`src/rtl/cmc_defs.svh`:
```
// Operation
// RL1: With wake enable set, bus traffic ends sleep; with it clear, traffic is ignored.
// RL2: A sleep request is served only when no reception runs and transmit buffers are empty.
// RL3: Sleep entry sets sleep acknowledge; sleep lasts until request cleared or wake-up.
// RL4: Init request aborts traffic, drops synchronisation, then sets init acknowledge; the code drops synchronisation one cycle after acknowledge.
// RL5: Init entry resets mode, flag, enable, abort and select registers; counters untouched.
// RL6: Configuration, timing and acceptance registers are writable only in init mode.
// RL7: After init exit, resync on 11 recessive bits, or 128 such runs in bus-off.
// RL8: Software writes other mode, flag and enable bits only after init fully exited.
// RL9: Clearing the sleep request is ignored until sleep has been entered.
// RL10: Clearing the init request is ignored until init mode has been entered.
// RL11: The transmit pin goes recessive at once when init is requested.
// RL12: The transmit pin goes recessive in stop, or in wait with stop-in-wait set.
// RL13: Software should enter sleep before requesting init mode.
// RL14: Module enable switches the controller; written in init, once in normal modes.
// RL15: Clock select picks oscillator clock at 0 and bus clock at 1.
// RL16: Loopback feeds transmitter to receiver, ignores receive pin, holds transmit pin recessive.
// RL17: Loopback takes own frame as received, ignores ack slot, raises transmit and receive flags.
// RL18: Listen-only receives matching frames, sends no ack or error, freezes counters, never transmits.
// RL19: Wake filter selects any falling edge, or a dominant pulse of minimum wake time.
// RL20: Software enables wake-on-bus and wake interrupt for recovery from stop or wait.
// RL21: Init mode is active only while init request and acknowledge are both set.
// RL22: While asleep with wake enabled, bus activity clears sleep acknowledge.
// RL23: With module enable clear the controller neither sends nor receives; transmit pin recessive.
`ifndef CMC_DEFS_SVH
`define CMC_DEFS_SVH
`define CMC_ADR_MODE 8'h00
`define CMC_ADR_CONF 8'h04
`define CMC_ADR_BT0 8'h08
`define CMC_ADR_BT1 8'h0C
`define CMC_ADR_RFLG 8'h10
`define CMC_ADR_RIER 8'h14
`define CMC_ADR_TFLG 8'h18
`define CMC_ADR_TIER 8'h1C
`define CMC_ADR_TARQ 8'h20
`define CMC_ADR_TAAK 8'h24
`define CMC_ADR_TBSEL 8'h28
`define CMC_ADR_IDAC 8'h2C
`define CMC_ADR_CODE 8'h40
`define CMC_ADR_MASK 8'h60
`define CMC_B_RXFRM 7
`define CMC_B_RXACT 6
`define CMC_B_STOP_IN_WAIT 5
`define CMC_B_SYNC 4
`define CMC_B_TIME 3
`define CMC_B_WAKE_EN 2
`define CMC_B_SLP_RQ 1
`define CMC_B_INIT_RQ 0
`define CMC_B_ENABLE 7
`define CMC_B_CLKSEL 6
`define CMC_B_LOOP 5
`define CMC_B_LISTEN 4
`define CMC_B_WFILT 2
`define CMC_B_SLP_AK 1
`define CMC_B_INIT_AK 0
`define CMC_B_RF_WAKE 7
`define CMC_B_RF_FULL 0
`define CMC_RST_TFLG 8'h07
`define CMC_RST_ZERO 8'h00
`define CMC_RECESSIVE_RUN 4'd11
`define CMC_BUSOFF_RUNS 8'd128
`define CMC_T_WUP_NS 5000
`define CMC_CLK_NS 4
`define CMC_WUP_CYC ((`CMC_T_WUP_NS + `CMC_CLK_NS - 1) / `CMC_CLK_NS)
`endif

```
`src/rtl/cmc_pkg.sv`:
```
package cmc_pkg;
  typedef enum logic [1:0] {MD_RUN, MD_SLEEP, MD_INIT} cmc_mode_t;
  typedef struct packed {
    logic cyc;
    logic stb;
    logic we;
    logic [7:0] adr;
    logic [3:0] sel;
    logic [31:0] dat;
  } cmc_wb_req_t;
  typedef struct packed {
    logic rx_busy;
    logic tx_all_empty;
    logic bus_off;
    logic bit_tick;
    logic tx_bit;
    logic tx_done;
    logic rx_done;
  } cmc_eng_sts_t;
  typedef struct packed {
    logic enable;
    logic abort;
    logic clk_sel;
    logic listen_only;
    logic ack_ignore;
    logic err_freeze;
    logic tx_allowed;
    logic timer_en;
    logic rx_bit;
  } cmc_eng_ctl_t;
endpackage : cmc_pkg

```
`src/rtl/cmc_mode_ctrl.sv`:
```
`timescale 1ns/1ps
`default_nettype none
`include "cmc_defs.svh"
module cmc_mode_ctrl import cmc_pkg::*; (
  input wire logic clk_i,
  input wire logic rst_i,
  input wire cmc_wb_req_t wb_req_i,
  output logic [31:0] wb_dat_o,
  output logic wb_ack_o,
  input wire cmc_eng_sts_t eng_i,
  output cmc_eng_ctl_t eng_o,
  input wire logic rx_pin_i,
  output logic tx_pin_o,
  input wire logic cpu_stop_i,
  input wire logic cpu_wait_i,
  input wire logic special_mode_i,
  output logic wake_o
);
  cmc_mode_t mode_reg;
  cmc_mode_t mode_next;
  logic [7:0] mode_ctl_reg;
  logic [7:0] conf_reg;
  logic [7:0] bt0_reg;
  logic [7:0] bt1_reg;
  logic [7:0] rflg_reg;
  logic [7:0] rier_reg;
  logic [7:0] tflg_reg;
  logic [7:0] tier_reg;
  logic [7:0] tarq_reg;
  logic [7:0] taak_reg;
  logic [7:0] tbsel_reg;
  logic [7:0] idac_reg;
  logic [7:0] accept_reg [16];
  logic enable_written_reg;
  logic rx_prev_reg;
  logic [11:0] wup_cnt_reg;
  logic [3:0] rec_cnt_reg;
  logic [7:0] run_cnt_reg;
  logic ack_reg;
  logic [7:0] rdata_next;
  logic wr_fire;
  logic init_active;
  logic enter_init;
  logic idle;
  logic wake_evt;
  logic rx_eff;
  logic [7:0] wd;
  logic sync_reg;

  assign wr_fire = wb_req_i.cyc && wb_req_i.stb && wb_req_i.we && !ack_reg && wb_req_i.sel[0];
  assign wd = wb_req_i.dat[7:0];
  assign init_active = mode_ctl_reg[`CMC_B_INIT_RQ] && (mode_reg == MD_INIT); // [RL21]
  assign enter_init = (mode_next == MD_INIT) && (mode_reg != MD_INIT);
  assign idle = !eng_i.rx_busy && eng_i.tx_all_empty; // [RL2]
  assign rx_eff = conf_reg[`CMC_B_LOOP] ? eng_i.tx_bit : rx_pin_i; // [RL16]

  // Wake detection: any falling edge, or a dominant pulse of the minimum wake time.
  always_comb begin
    wake_evt = 1'b0;
    if (mode_reg == MD_SLEEP && mode_ctl_reg[`CMC_B_WAKE_EN]) begin // [RL1]
      if (conf_reg[`CMC_B_WFILT]) begin
        wake_evt = (wup_cnt_reg == 12'(`CMC_WUP_CYC)); // [RL19]
      end else begin
        wake_evt = rx_prev_reg && !rx_pin_i; // [RL19]
      end
    end
  end

  always_ff @(posedge clk_i) begin
    if (rst_i) begin
      rx_prev_reg <= 1'b1;
      wup_cnt_reg <= '0;
    end else begin
      rx_prev_reg <= rx_pin_i;
      if (rx_pin_i || mode_reg != MD_SLEEP) begin
        wup_cnt_reg <= '0;
      end else if (wup_cnt_reg != 12'(`CMC_WUP_CYC)) begin
        wup_cnt_reg <= wup_cnt_reg + 12'd1;
      end
    end
  end

  // Mode sequencing for sleep and init handshakes.
  always_comb begin
    mode_next = mode_reg;
    case (mode_reg)
      MD_RUN: begin
        if (mode_ctl_reg[`CMC_B_INIT_RQ]) begin
          mode_next = MD_INIT; // [RL4]
        end else if (mode_ctl_reg[`CMC_B_SLP_RQ] && idle) begin
          mode_next = MD_SLEEP; // [RL2] [RL3]
        end
      end
      MD_SLEEP: begin
        if (mode_ctl_reg[`CMC_B_INIT_RQ]) begin
          mode_next = MD_INIT;
        end else if (!mode_ctl_reg[`CMC_B_SLP_RQ] || wake_evt) begin
          mode_next = MD_RUN; // [RL3] [RL22]
        end
      end
      MD_INIT: begin
        if (!mode_ctl_reg[`CMC_B_INIT_RQ]) begin
          mode_next = MD_RUN; // [RL7]
        end
      end
      default: mode_next = MD_INIT;
    endcase
  end

  always_ff @(posedge clk_i) begin
    if (rst_i) begin
      mode_reg <= MD_INIT;
    end else begin
      mode_reg <= mode_next;
    end
  end

  // Mode control register with guarded clears of the handshake requests.
  always_ff @(posedge clk_i) begin
    if (rst_i) begin
      mode_ctl_reg <= 8'h01;
    end else begin
      if (enter_init) begin
        mode_ctl_reg <= mode_ctl_reg & 8'h07; // [RL5]
      end
      if (wr_fire && wb_req_i.adr == `CMC_ADR_MODE) begin
        mode_ctl_reg[`CMC_B_STOP_IN_WAIT] <= wd[`CMC_B_STOP_IN_WAIT];
        mode_ctl_reg[`CMC_B_TIME] <= wd[`CMC_B_TIME] && !init_active;
        mode_ctl_reg[`CMC_B_WAKE_EN] <= wd[`CMC_B_WAKE_EN];
        if (wd[`CMC_B_SLP_RQ] || mode_reg == MD_SLEEP) begin
          mode_ctl_reg[`CMC_B_SLP_RQ] <= wd[`CMC_B_SLP_RQ]; // [RL9]
        end
        if (wd[`CMC_B_INIT_RQ] || init_active) begin
          mode_ctl_reg[`CMC_B_INIT_RQ] <= wd[`CMC_B_INIT_RQ]; // [RL10]
        end
        if (wd[`CMC_B_RXFRM]) begin
          mode_ctl_reg[`CMC_B_RXFRM] <= 1'b0;
        end
      end
      if (wake_evt) begin
        mode_ctl_reg[`CMC_B_SLP_RQ] <= 1'b0; // [RL3]
      end
      if (eng_i.rx_done) begin
        mode_ctl_reg[`CMC_B_RXFRM] <= 1'b1;
      end
      mode_ctl_reg[`CMC_B_RXACT] <= eng_i.rx_busy && !init_active;
      if (init_active) begin
        mode_ctl_reg[`CMC_B_TIME] <= 1'b0;
      end
    end
  end

  // Configuration register: module enable is written once unless in a special mode.
  always_ff @(posedge clk_i) begin
    if (rst_i) begin
      conf_reg <= `CMC_RST_ZERO;
      enable_written_reg <= 1'b0;
    end else if (wr_fire && wb_req_i.adr == `CMC_ADR_CONF && init_active) begin // [RL6]
      conf_reg[6:2] <= wd[6:2]; // [RL15] [RL16] [RL18] [RL19]
      if (special_mode_i || !enable_written_reg) begin
        conf_reg[`CMC_B_ENABLE] <= wd[`CMC_B_ENABLE]; // [RL14]
        enable_written_reg <= !special_mode_i;
      end
    end
  end

  // Timing and acceptance registers, write protected outside init mode.
  always_ff @(posedge clk_i) begin
    if (rst_i) begin
      bt0_reg <= `CMC_RST_ZERO;
      bt1_reg <= `CMC_RST_ZERO;
      idac_reg <= `CMC_RST_ZERO;
      for (int i = 0; i < 16; i++) begin
        accept_reg[i] <= `CMC_RST_ZERO;
      end
    end else if (wr_fire && init_active) begin // [RL6]
      if (wb_req_i.adr == `CMC_ADR_BT0) begin
        bt0_reg <= wd;
      end
      if (wb_req_i.adr == `CMC_ADR_BT1) begin
        bt1_reg <= wd;
      end
      if (wb_req_i.adr == `CMC_ADR_IDAC) begin
        idac_reg <= wd;
      end
      if (wb_req_i.adr[7:6] == 2'b01 && wb_req_i.adr[1:0] == 2'b00) begin
        accept_reg[wb_req_i.adr[5:2]] <= wd;
      end
    end
  end

  // Flag, enable, abort and select registers, returned to defaults on init entry.
  always_ff @(posedge clk_i) begin
    if (rst_i || enter_init) begin // [RL5]
      rflg_reg <= `CMC_RST_ZERO;
      rier_reg <= `CMC_RST_ZERO;
      tflg_reg <= `CMC_RST_TFLG;
      tier_reg <= `CMC_RST_ZERO;
      tarq_reg <= `CMC_RST_ZERO;
      taak_reg <= `CMC_RST_ZERO;
      tbsel_reg <= `CMC_RST_ZERO;
    end else begin
      if (wr_fire) begin
        case (wb_req_i.adr)
          `CMC_ADR_RFLG: rflg_reg <= rflg_reg & ~wd;
          `CMC_ADR_RIER: rier_reg <= wd;
          `CMC_ADR_TFLG: tflg_reg <= tflg_reg & ~wd;
          `CMC_ADR_TIER: tier_reg <= wd;
          `CMC_ADR_TARQ: tarq_reg <= wd;
          `CMC_ADR_TAAK: taak_reg <= wd;
          `CMC_ADR_TBSEL: tbsel_reg <= wd;
          default: ;
        endcase
      end
      if (eng_i.rx_done || (conf_reg[`CMC_B_LOOP] && eng_i.tx_done)) begin
        rflg_reg[`CMC_B_RF_FULL] <= 1'b1; // [RL17]
      end
      if (eng_i.tx_done) begin
        tflg_reg[0] <= 1'b1; // [RL17]
      end
      if (wake_evt) begin
        rflg_reg[`CMC_B_RF_WAKE] <= 1'b1;
      end
    end
  end

  // Resynchronisation after init exit.
  always_ff @(posedge clk_i) begin
    if (rst_i || mode_reg != MD_RUN || !conf_reg[`CMC_B_ENABLE]) begin
      rec_cnt_reg <= '0;
      run_cnt_reg <= '0;
    end else if (eng_i.bit_tick && !sync_reg) begin
      if (!rx_eff) begin
        rec_cnt_reg <= '0;
      end else if (rec_cnt_reg == `CMC_RECESSIVE_RUN - 4'd1) begin
        rec_cnt_reg <= '0;
        run_cnt_reg <= run_cnt_reg + 8'd1; // [RL7]
      end else begin
        rec_cnt_reg <= rec_cnt_reg + 4'd1;
      end
    end
  end

  always_ff @(posedge clk_i) begin
    if (rst_i || mode_reg != MD_RUN || !conf_reg[`CMC_B_ENABLE]) begin
      sync_reg <= 1'b0; // [RL4]
    end else if (eng_i.bit_tick && rx_eff && rec_cnt_reg == `CMC_RECESSIVE_RUN - 4'd1) begin
      if (!eng_i.bus_off || run_cnt_reg == `CMC_BUSOFF_RUNS - 8'd1) begin
        sync_reg <= 1'b1; // [RL7]
      end
    end
  end

  // Read mux.
  always_comb begin
    rdata_next = 8'h00;
    case (wb_req_i.adr)
      `CMC_ADR_MODE: rdata_next = {mode_ctl_reg[7:5], sync_reg, mode_ctl_reg[3:0]};
      `CMC_ADR_CONF: rdata_next = {conf_reg[7:2], mode_reg == MD_SLEEP, mode_reg == MD_INIT};
      `CMC_ADR_BT0: rdata_next = bt0_reg;
      `CMC_ADR_BT1: rdata_next = bt1_reg;
      `CMC_ADR_RFLG: rdata_next = rflg_reg;
      `CMC_ADR_RIER: rdata_next = rier_reg;
      `CMC_ADR_TFLG: rdata_next = tflg_reg;
      `CMC_ADR_TIER: rdata_next = tier_reg;
      `CMC_ADR_TARQ: rdata_next = tarq_reg;
      `CMC_ADR_TAAK: rdata_next = taak_reg;
      `CMC_ADR_TBSEL: rdata_next = tbsel_reg;
      `CMC_ADR_IDAC: rdata_next = idac_reg;
      default: begin
        if (wb_req_i.adr[7:6] == 2'b01 && wb_req_i.adr[1:0] == 2'b00) begin
          rdata_next = accept_reg[wb_req_i.adr[5:2]];
        end
      end
    endcase
  end

  always_ff @(posedge clk_i) begin
    if (rst_i) begin
      ack_reg <= 1'b0;
      wb_dat_o <= 32'h0000_0000;
    end else begin
      ack_reg <= wb_req_i.cyc && wb_req_i.stb && !ack_reg;
      wb_dat_o <= {24'h00_0000, rdata_next};
    end
  end
  assign wb_ack_o = ack_reg;

  // Protocol-engine controls and pins.
  always_ff @(posedge clk_i) begin
    if (rst_i) begin
      eng_o <= '0;
      tx_pin_o <= 1'b1;
      wake_o <= 1'b0;
    end else begin
      eng_o.enable <= conf_reg[`CMC_B_ENABLE] && mode_next == MD_RUN; // [RL23]
      eng_o.abort <= mode_ctl_reg[`CMC_B_INIT_RQ]; // [RL4]
      eng_o.clk_sel <= conf_reg[`CMC_B_CLKSEL]; // [RL15]
      eng_o.listen_only <= conf_reg[`CMC_B_LISTEN];
      eng_o.ack_ignore <= conf_reg[`CMC_B_LOOP]; // [RL17]
      eng_o.err_freeze <= conf_reg[`CMC_B_LISTEN]; // [RL18]
      eng_o.tx_allowed <= !conf_reg[`CMC_B_LISTEN] && sync_reg; // [RL18]
      eng_o.timer_en <= mode_ctl_reg[`CMC_B_TIME];
      eng_o.rx_bit <= conf_reg[`CMC_B_ENABLE] ? rx_eff : 1'b1; // [RL16] [RL23]
      wake_o <= wake_evt && rier_reg[`CMC_B_RF_WAKE];
      if (mode_ctl_reg[`CMC_B_INIT_RQ] || (wr_fire && wb_req_i.adr == `CMC_ADR_MODE && wd[0]) // [RL11]
          || cpu_stop_i || (cpu_wait_i && mode_ctl_reg[`CMC_B_STOP_IN_WAIT]) // [RL12]
          || conf_reg[`CMC_B_LOOP] || conf_reg[`CMC_B_LISTEN] || !conf_reg[`CMC_B_ENABLE] // [RL16] [RL23]
          || mode_reg != MD_RUN || !sync_reg) begin
        tx_pin_o <= 1'b1;
      end else begin
        tx_pin_o <= eng_i.tx_bit;
      end
    end
  end
endmodule : cmc_mode_ctrl
`default_nettype wire

```
`config.mk`:
```
export PLATFORM = sky130hd
export DESIGN_NAME = cmc_mode_ctrl
export DESIGN_NICKNAME = d
export VERILOG_FILES = /design/src/rtl/cmc_pkg.sv /design/src/rtl/cmc_mode_ctrl.sv
export VERILOG_INCLUDE_DIRS = /design/src /design/src/rtl
export SDC_FILE = /design/constraint.sdc
export NUM_CORES = 1
export LEC_CHECK = 0
export BUFFER_PORTS_ARGS = -buffer_cell sky130_fd_sc_hd__buf_2
export CORE_MARGIN = 4
export CORE_UTILIZATION = 30
export CTS_BUF_LIST = sky130_fd_sc_hd__clkbuf_8
export DETAILED_ROUTE_END_ITERATION = 8
export PLACE_DENSITY = 0.51
export SLEW_MARGIN = 5
export SYNTH_ARGS = -nofsm -noshare
export SYNTH_HDL_FRONTEND = slang
export SYNTH_SLANG_ARGS = --single-unit
```
`constraint.sdc`:
```
create_clock -name clk_i -period 6.06 [get_ports clk_i]
set_input_delay 0.606 -clock clk_i [delete_from_list [all_inputs] [get_ports clk_i]]
set_output_delay 0.606 -clock clk_i [all_outputs]
set_load 0.05 [all_outputs]
```
==> results of run 1 <==
## path summary, 6_finish.rpt
check / slack (ps) / cells after the start / to / start
setup / recovery: 2630 / 5 / accept_reg[14][4] / wb_ack_o
hold / removal: 220 / 2 / tflg_reg[0] / eng_i[1]
setup reg to reg: 2630 / 5 / accept_reg[14][4] / wb_ack_o
hold reg to reg: 430 / 2 / rflg_reg[4] / rflg_reg[4]
## kinds of logic after synthesis
logic type	synth area share (%)
fa+ha+maj	0.505
xor+xnor	0.919
buf+inv	4.43
flops	53.8
mux	11.2
other cells	0.0303
compound gates	9.05
simple gates	20.0
## through the flow
stage	hold slack (ps)	util [%]	instance area (um^2)	instances	total power (W)
after floorplan	409	-	12500	1146	0.00216
after global placement	418	31.7	13000	1635	0.00223
after CTS	188	34.1	13900	1721	0.00392
after global routing	209	34.1	13900	1721	0.00401
final	222	34.1	13900	1721	0.00386
after detailed placement	421	31.7	13000	1635	0.00223
## worst reg2reg max path, cell delays in order, from the launching register on
cell      delay (ps)
dfxtp_1          310
nand3b_1         390
nor3_1          1060
nand3_1          340
nor2_1           610
or2_2            380
## cell usage after synthesis (12+ instances only)
cell        n  share of area, %
or2_2      18              0.91
a21oi_1    87               3.5
a22oi_1    12              0.73
mux2i_1    42               3.4
nor2b_1    13              0.66
mux4_2     42               7.6
nand2_1    99               3.0
nand3_1    42               1.7
nor2_1     71               2.2
dfxtp_1   141                23
o21ai_0    48               1.9
edfxtp_1  128                31
and2_1    130               6.6
clkbuf_1   54               1.6
buf_4      28               1.7
buf_2      16              0.65
## area by class of cell
cell class | count | area share [%]
Sequential cell | 269 | 47.9
Multi-Input combinational cell | 766 | 37.9
Clock buffer | 59 | 5.84
Tap cell | 532 | 4.79
Timing Repair Buffer | 60 | 2.32
Clock inverter | 27 | 1.03
Inverter | 8 | 0.216
## routing by layer
layer	track usage, %	wire (um)	vias up	share of wire, %
li1	-	-	4049	-
met5	0	52	-	0.15
met3	3.00	1640	72	4.8
met4	4.72	930	8	2.7
met1	20.4	15100	4226	44
met2	24.7	16400	218	48
## power groups by stage
stage | registers (W) | clock network, W | logic, W
after floorplan | 0.00198 | 0 | 0.000180
after global placement | 0.00198 | 0 | 0.000249
after detailed placement | 0.00198 | 0 | 0.000248
after CTS | 0.00194 | 0.00173 | 0.000249
after global routing | 0.00194 | 0.00181 | 0.000261
final | 0.00194 | 0.00168 | 0.000246
==> run metrics, run 1 <==
clock share of power=43.4%; Rel. slew slack=about 20%; critical path class=reg -> reg; critical path's slowest cell=nor3_1; total wire length=34200 um; num rows=74; Seq. cell area=0.00667 mm^2; most frequent cells in the layout=dfxtp_1 (141), and2_1 (130), edfxtp_1 (128); Inserted Clock Buffers=between 40 and 50; CTS Hold Bufs=0; CP max stage delay=about 1100 ps; maximum clock path buffer count=3; global-route wire length before repair=about 52000 um; TritonRoute pass-1 iters=5; min-delay worst type=in -> reg; Crit path arrival time=between 3000 and 4000 ps; EDFF count, synth=approximately 130; Synth cell types=just under 70; Main synth FF type=dfxtp_1; syn avg cell area=around 11 um^2; CTS sink count=about 270; CP delay by family, top=simple AND/OR/NAND/NOR gates; asr flop ratio synth=0%; Clock Tree Root=clkbuf_8; Pint=between 0.002 and 0.003 W; drt wl/cell=19.9 um; Reg power frac=roughly 50%; area of the multi-input gates=~0.0053 mm^2; initial antenna violation count=4; Initial Util=between 30 and 40%; Die Ht=between 200 and 250 um; Worst-Skew Late Latency=slightly below 600 ps; Detailed Route Iter0 Violations=647; DR vias/cell=roughly 5; core box area=roughly 0.041 mm^2; Synth Warn #=0; Total Routing Usage GR=approximately 15%; RSZ-0062 raised after global routing=no; CP Capture Type=flop; layout cell share with drive strength beyond 1=approximately 17%; maximum vdd drop=between 0.1 and 0.15 mV; # DRC=0; Max-Cap Viols=0; Final Hold Viols=0; Net Sw Power=roughly 0.00095 W; Antenna diodes=0; FILL cells=just over 4000; GRT Residual Overflow=0; Final ANT Viol Nets=0; Layout Nets=1217; Clk pin slew, worst setup/hold paths=~60 ps; Max Transition Viols Final=0; vias in the first global route=~8500; Cell Pwr Density=278 mW/mm^2; setup TNS=0 ps; post-synth design cell area=~0.012 mm^2; Sw Share=24.5%; worst path required time=~6300 ps; Worst Tran Pin Value=1190 ps; via count=about 8600; Tmin final=between 3000 and 4000 ps; max FFs per register=around 130; most common cell after layout, fill and taps aside=dfxtp_1; crit path cell chain=nand3b_1 > nor3_1 > nand3_1 > nor2_1 > or2_2; CP max FO=9; PortBufs=52; Final Skew=between 20 and 30 ps; crit path buf inv count=0; cts repair resizes=0; f_max=approximately 290 MHz; startpoint types=flop; die area=between 0.04 and 0.05 mm^2; final setup fails=0; CTS tree=yes; largest net degree at the start of global routing=74; htree depth=2; Gate power share=around 6.4%; HPWL Detailed=21700 um; Place WS=2250 ps; final setup margin=between 2000 and 3000 ps; P_leak=roughly 5 nW; area grow syn2layout=12.3%; Cells after Synth=1123; buffer count from post-CTS setup fixing=0; die width=~210 um; Placer Congestion=roughly 0.82; Synth Register Bits=269; Seq/Total Area, Yosys=around 54%; Tcrit/Tclk final=between 50 and 60%; outcome=complete, no violations; # IOs=104
No activity file was read; power rests on OpenSTA's default activity.
==> run 2: changes to the inputs <==
PLACE_DENSITY = 0.52   (was 0.51)
clock period = 2.9 ns   (was 6.06 ns; I/O delays follow)
==> run metrics, run 2 (same netlist as run 1, synthesis figures left out) <==
PortBufs=52 (unchanged); Clock Tree Root=clkbuf_8; Placer Congestion=0.942 (+15%); min-delay worst type=in -> reg; CP max FO=14 (+5); Final ANT Viol Nets=0 (unchanged); via count=8655 (+0.96%); setup TNS=0 ps (unchanged); CTS sink count=269 (unchanged); layout cell share with drive strength beyond 1=20.7% (+3.3 points); global-route wire length before repair=51800 um (-0.81%); Hold Path Depth=4 (+2); WHS Endpoint=sync_reg; largest net degree at the start of global routing=41 (-45%); Tmin final=2590 ps (-841 ps); hold_ws=89.2 ps (-133 ps); most common cell after layout, fill and taps aside=dfxtp_1; Final Skew=13.5 ps (-14.6 ps); critical path class=reg -> reg; RSZ-0062 raised after global routing=no; outcome=complete, no violations; Rel. slew slack=47.1% (+27 points); Final Hold Viols=0 (unchanged); Cell Pwr Density=588 mW/mm^2 (+110%); R2R Path Start=conf_reg[7]; Worst R2R Setup Slack=310 ps (-2320 ps); P_leak=5.27 nW (+5.1%); core box area=0.0408 mm^2 (unchanged); Inserted Clock Buffers=45 (-4.3%); f_max=386 MHz (+32%); TritonRoute pass-1 iters=5 (unchanged); design area=0.0144 mm^2 (+3.6%); Max-Cap Viols=0 (unchanged); worst path required time=3360 ps (-2950 ps); CTS tree=yes; HPWL Detailed=23000 um (+6.4%); DR vias/cell=4.90 (-1.7%); initial antenna violation count=3 (-1); num rows=74 (unchanged); Worst Tran Pin Value=794 ps (-398 ps); crit path cell chain=inv_1 > or4_1 > a2111oi_0 > dlygate4sd3_1 > nand2_1; Initial Util=30.3% (unchanged); startpoint types=flop; maximum clock path buffer count=3 (unchanged); Die Ht=211 um (unchanged); reg2reg end=tx_pin_o; Crit path arrival time=3050 ps (-630 ps); Layout Nets=1267 (+4.1%); area grow syn2layout=16.3%; die width=211 um (unchanged); Detailed Route Iter0 Violations=639 (-1.2%); drt wl/cell=19.5 um (-1.8%); Max Transition Viols Final=0 (unchanged); final setup fails=0 (unchanged); Cell Area, Placed=0.0133 mm^2 (+2.6%); # IOs=104 (unchanged); Total Routing Usage GR=15.1% (-0.048 points); buffer count from post-CTS setup fixing=0 (unchanged); CP Capture Type=flop; most frequent cells in the layout=dfxtp_1 (141), and2_1 (130), edfxtp_1 (128); hold_sp=eng_i[4]; htree depth=2 (unchanged); critical path's slowest cell=or4_1; Tcrit/Tclk final=89.3% (+33 points); vias in the first global route=8362 (-1.2%); # DRC=0 (unchanged); die area=0.0446 mm^2 (unchanged); number of cells on the worst reg-to-reg path=5 (unchanged); max FFs per register=128 (unchanged); total wire length=34500 um (+0.83%); maximum vdd drop=0.216 mV (+58%); CP max stage delay=800 ps (-260 ps); GRT Residual Overflow=0 (unchanged); Clk pin slew, worst setup/hold paths=60 ps (about the same); Worst-Skew Late Latency=570 ps (-20 ps)
## run 2: worst max path at each step
| stage | endpoint | cells after the start | slack (ps) | start |
|---|---|---|---|---|
| floorplan | accept_reg[15][0] | 5 | 500 | wb_ack_o |
| global placement | wb_dat_o[2] | 6 | 460 | wb_req_i[38] |
| detailed placement | idac_reg[7] | 7 | 440 | wb_req_i[38] |
| CTS | tx_pin_o | 5 | 340 | conf_reg[7] |
| global route | tx_pin_o | 5 | 120 | conf_reg[7] |
| finish | tx_pin_o | 5 | 310 | conf_reg[7] |
## run 2: worst max-delay path, delay by kind of cell, from the launching register on
| family | cells | cell delay, ps |
|---|---|---|
| buffers and inverters | 2 | 700 |
| AOI/OAI and AO/OA | 1 | 470 |
| DFF | 1 | 480 |
| and+or+nand+nor | 2 | 850 |
## run 2: per-layer routing
| metal | global-route usage [%] | vias to the layer above | part of all wire (%) |
|---|---|---|---|
| met5 | 0 | - | 0.055 |
| met4 | 5.52 | 4 | 2.9 |
| met3 | 2.63 | 74 | 4.9 |
| met2 | 23.8 | 230 | 46 |
| met1 | 20.9 | 4201 | 46 |
| li1 | - | 4146 | - |
## run 2: layout make-up
class | instances | area (um^2)
Antenna cell | 1 | 2.50
Clock buffer | 53 | 729
Clock inverter | 26 | 298
Fill cell | 3997 | 26400
Inverter | 8 | 30.0
Multi-Input combinational cell | 766 | 5270
Sequential cell | 269 | 6670
Tap cell | 532 | 666
Timing Repair Buffer | 112 | 746
## run 2: what timing repair did
item                                    CTS  global route
endpoints found under the setup margin    0             0
hold buffers                              8             0
gates resized for setup                   0             0
hold endpoints to repair                  8             0
## run 2: metrics by stage
stage | setup slack (ps) | power (W) | util (%) | std cells
2_1_floorplan | 502 | 0.00451 | - | 1146
3_3_place_gp | 465 | 0.00468 | 32.6 | 1679
3_5_place_dp | 437 | 0.00468 | 32.6 | 1679
4_1_cts | 341 | 0.00858 | 35.3 | 1766
5_1_grt | 118 | 0.00876 | 35.3 | 1767
6_report | 311 | 0.00848 | 35.3 | 1767
## run 2: where the power goes
group,switching [W],internal (W),leakage [nW]
sequential,0.0000223,0.00403,2.46
clock,0.00158,0.00229,0.557
combinational,0.000386,0.000164,2.26
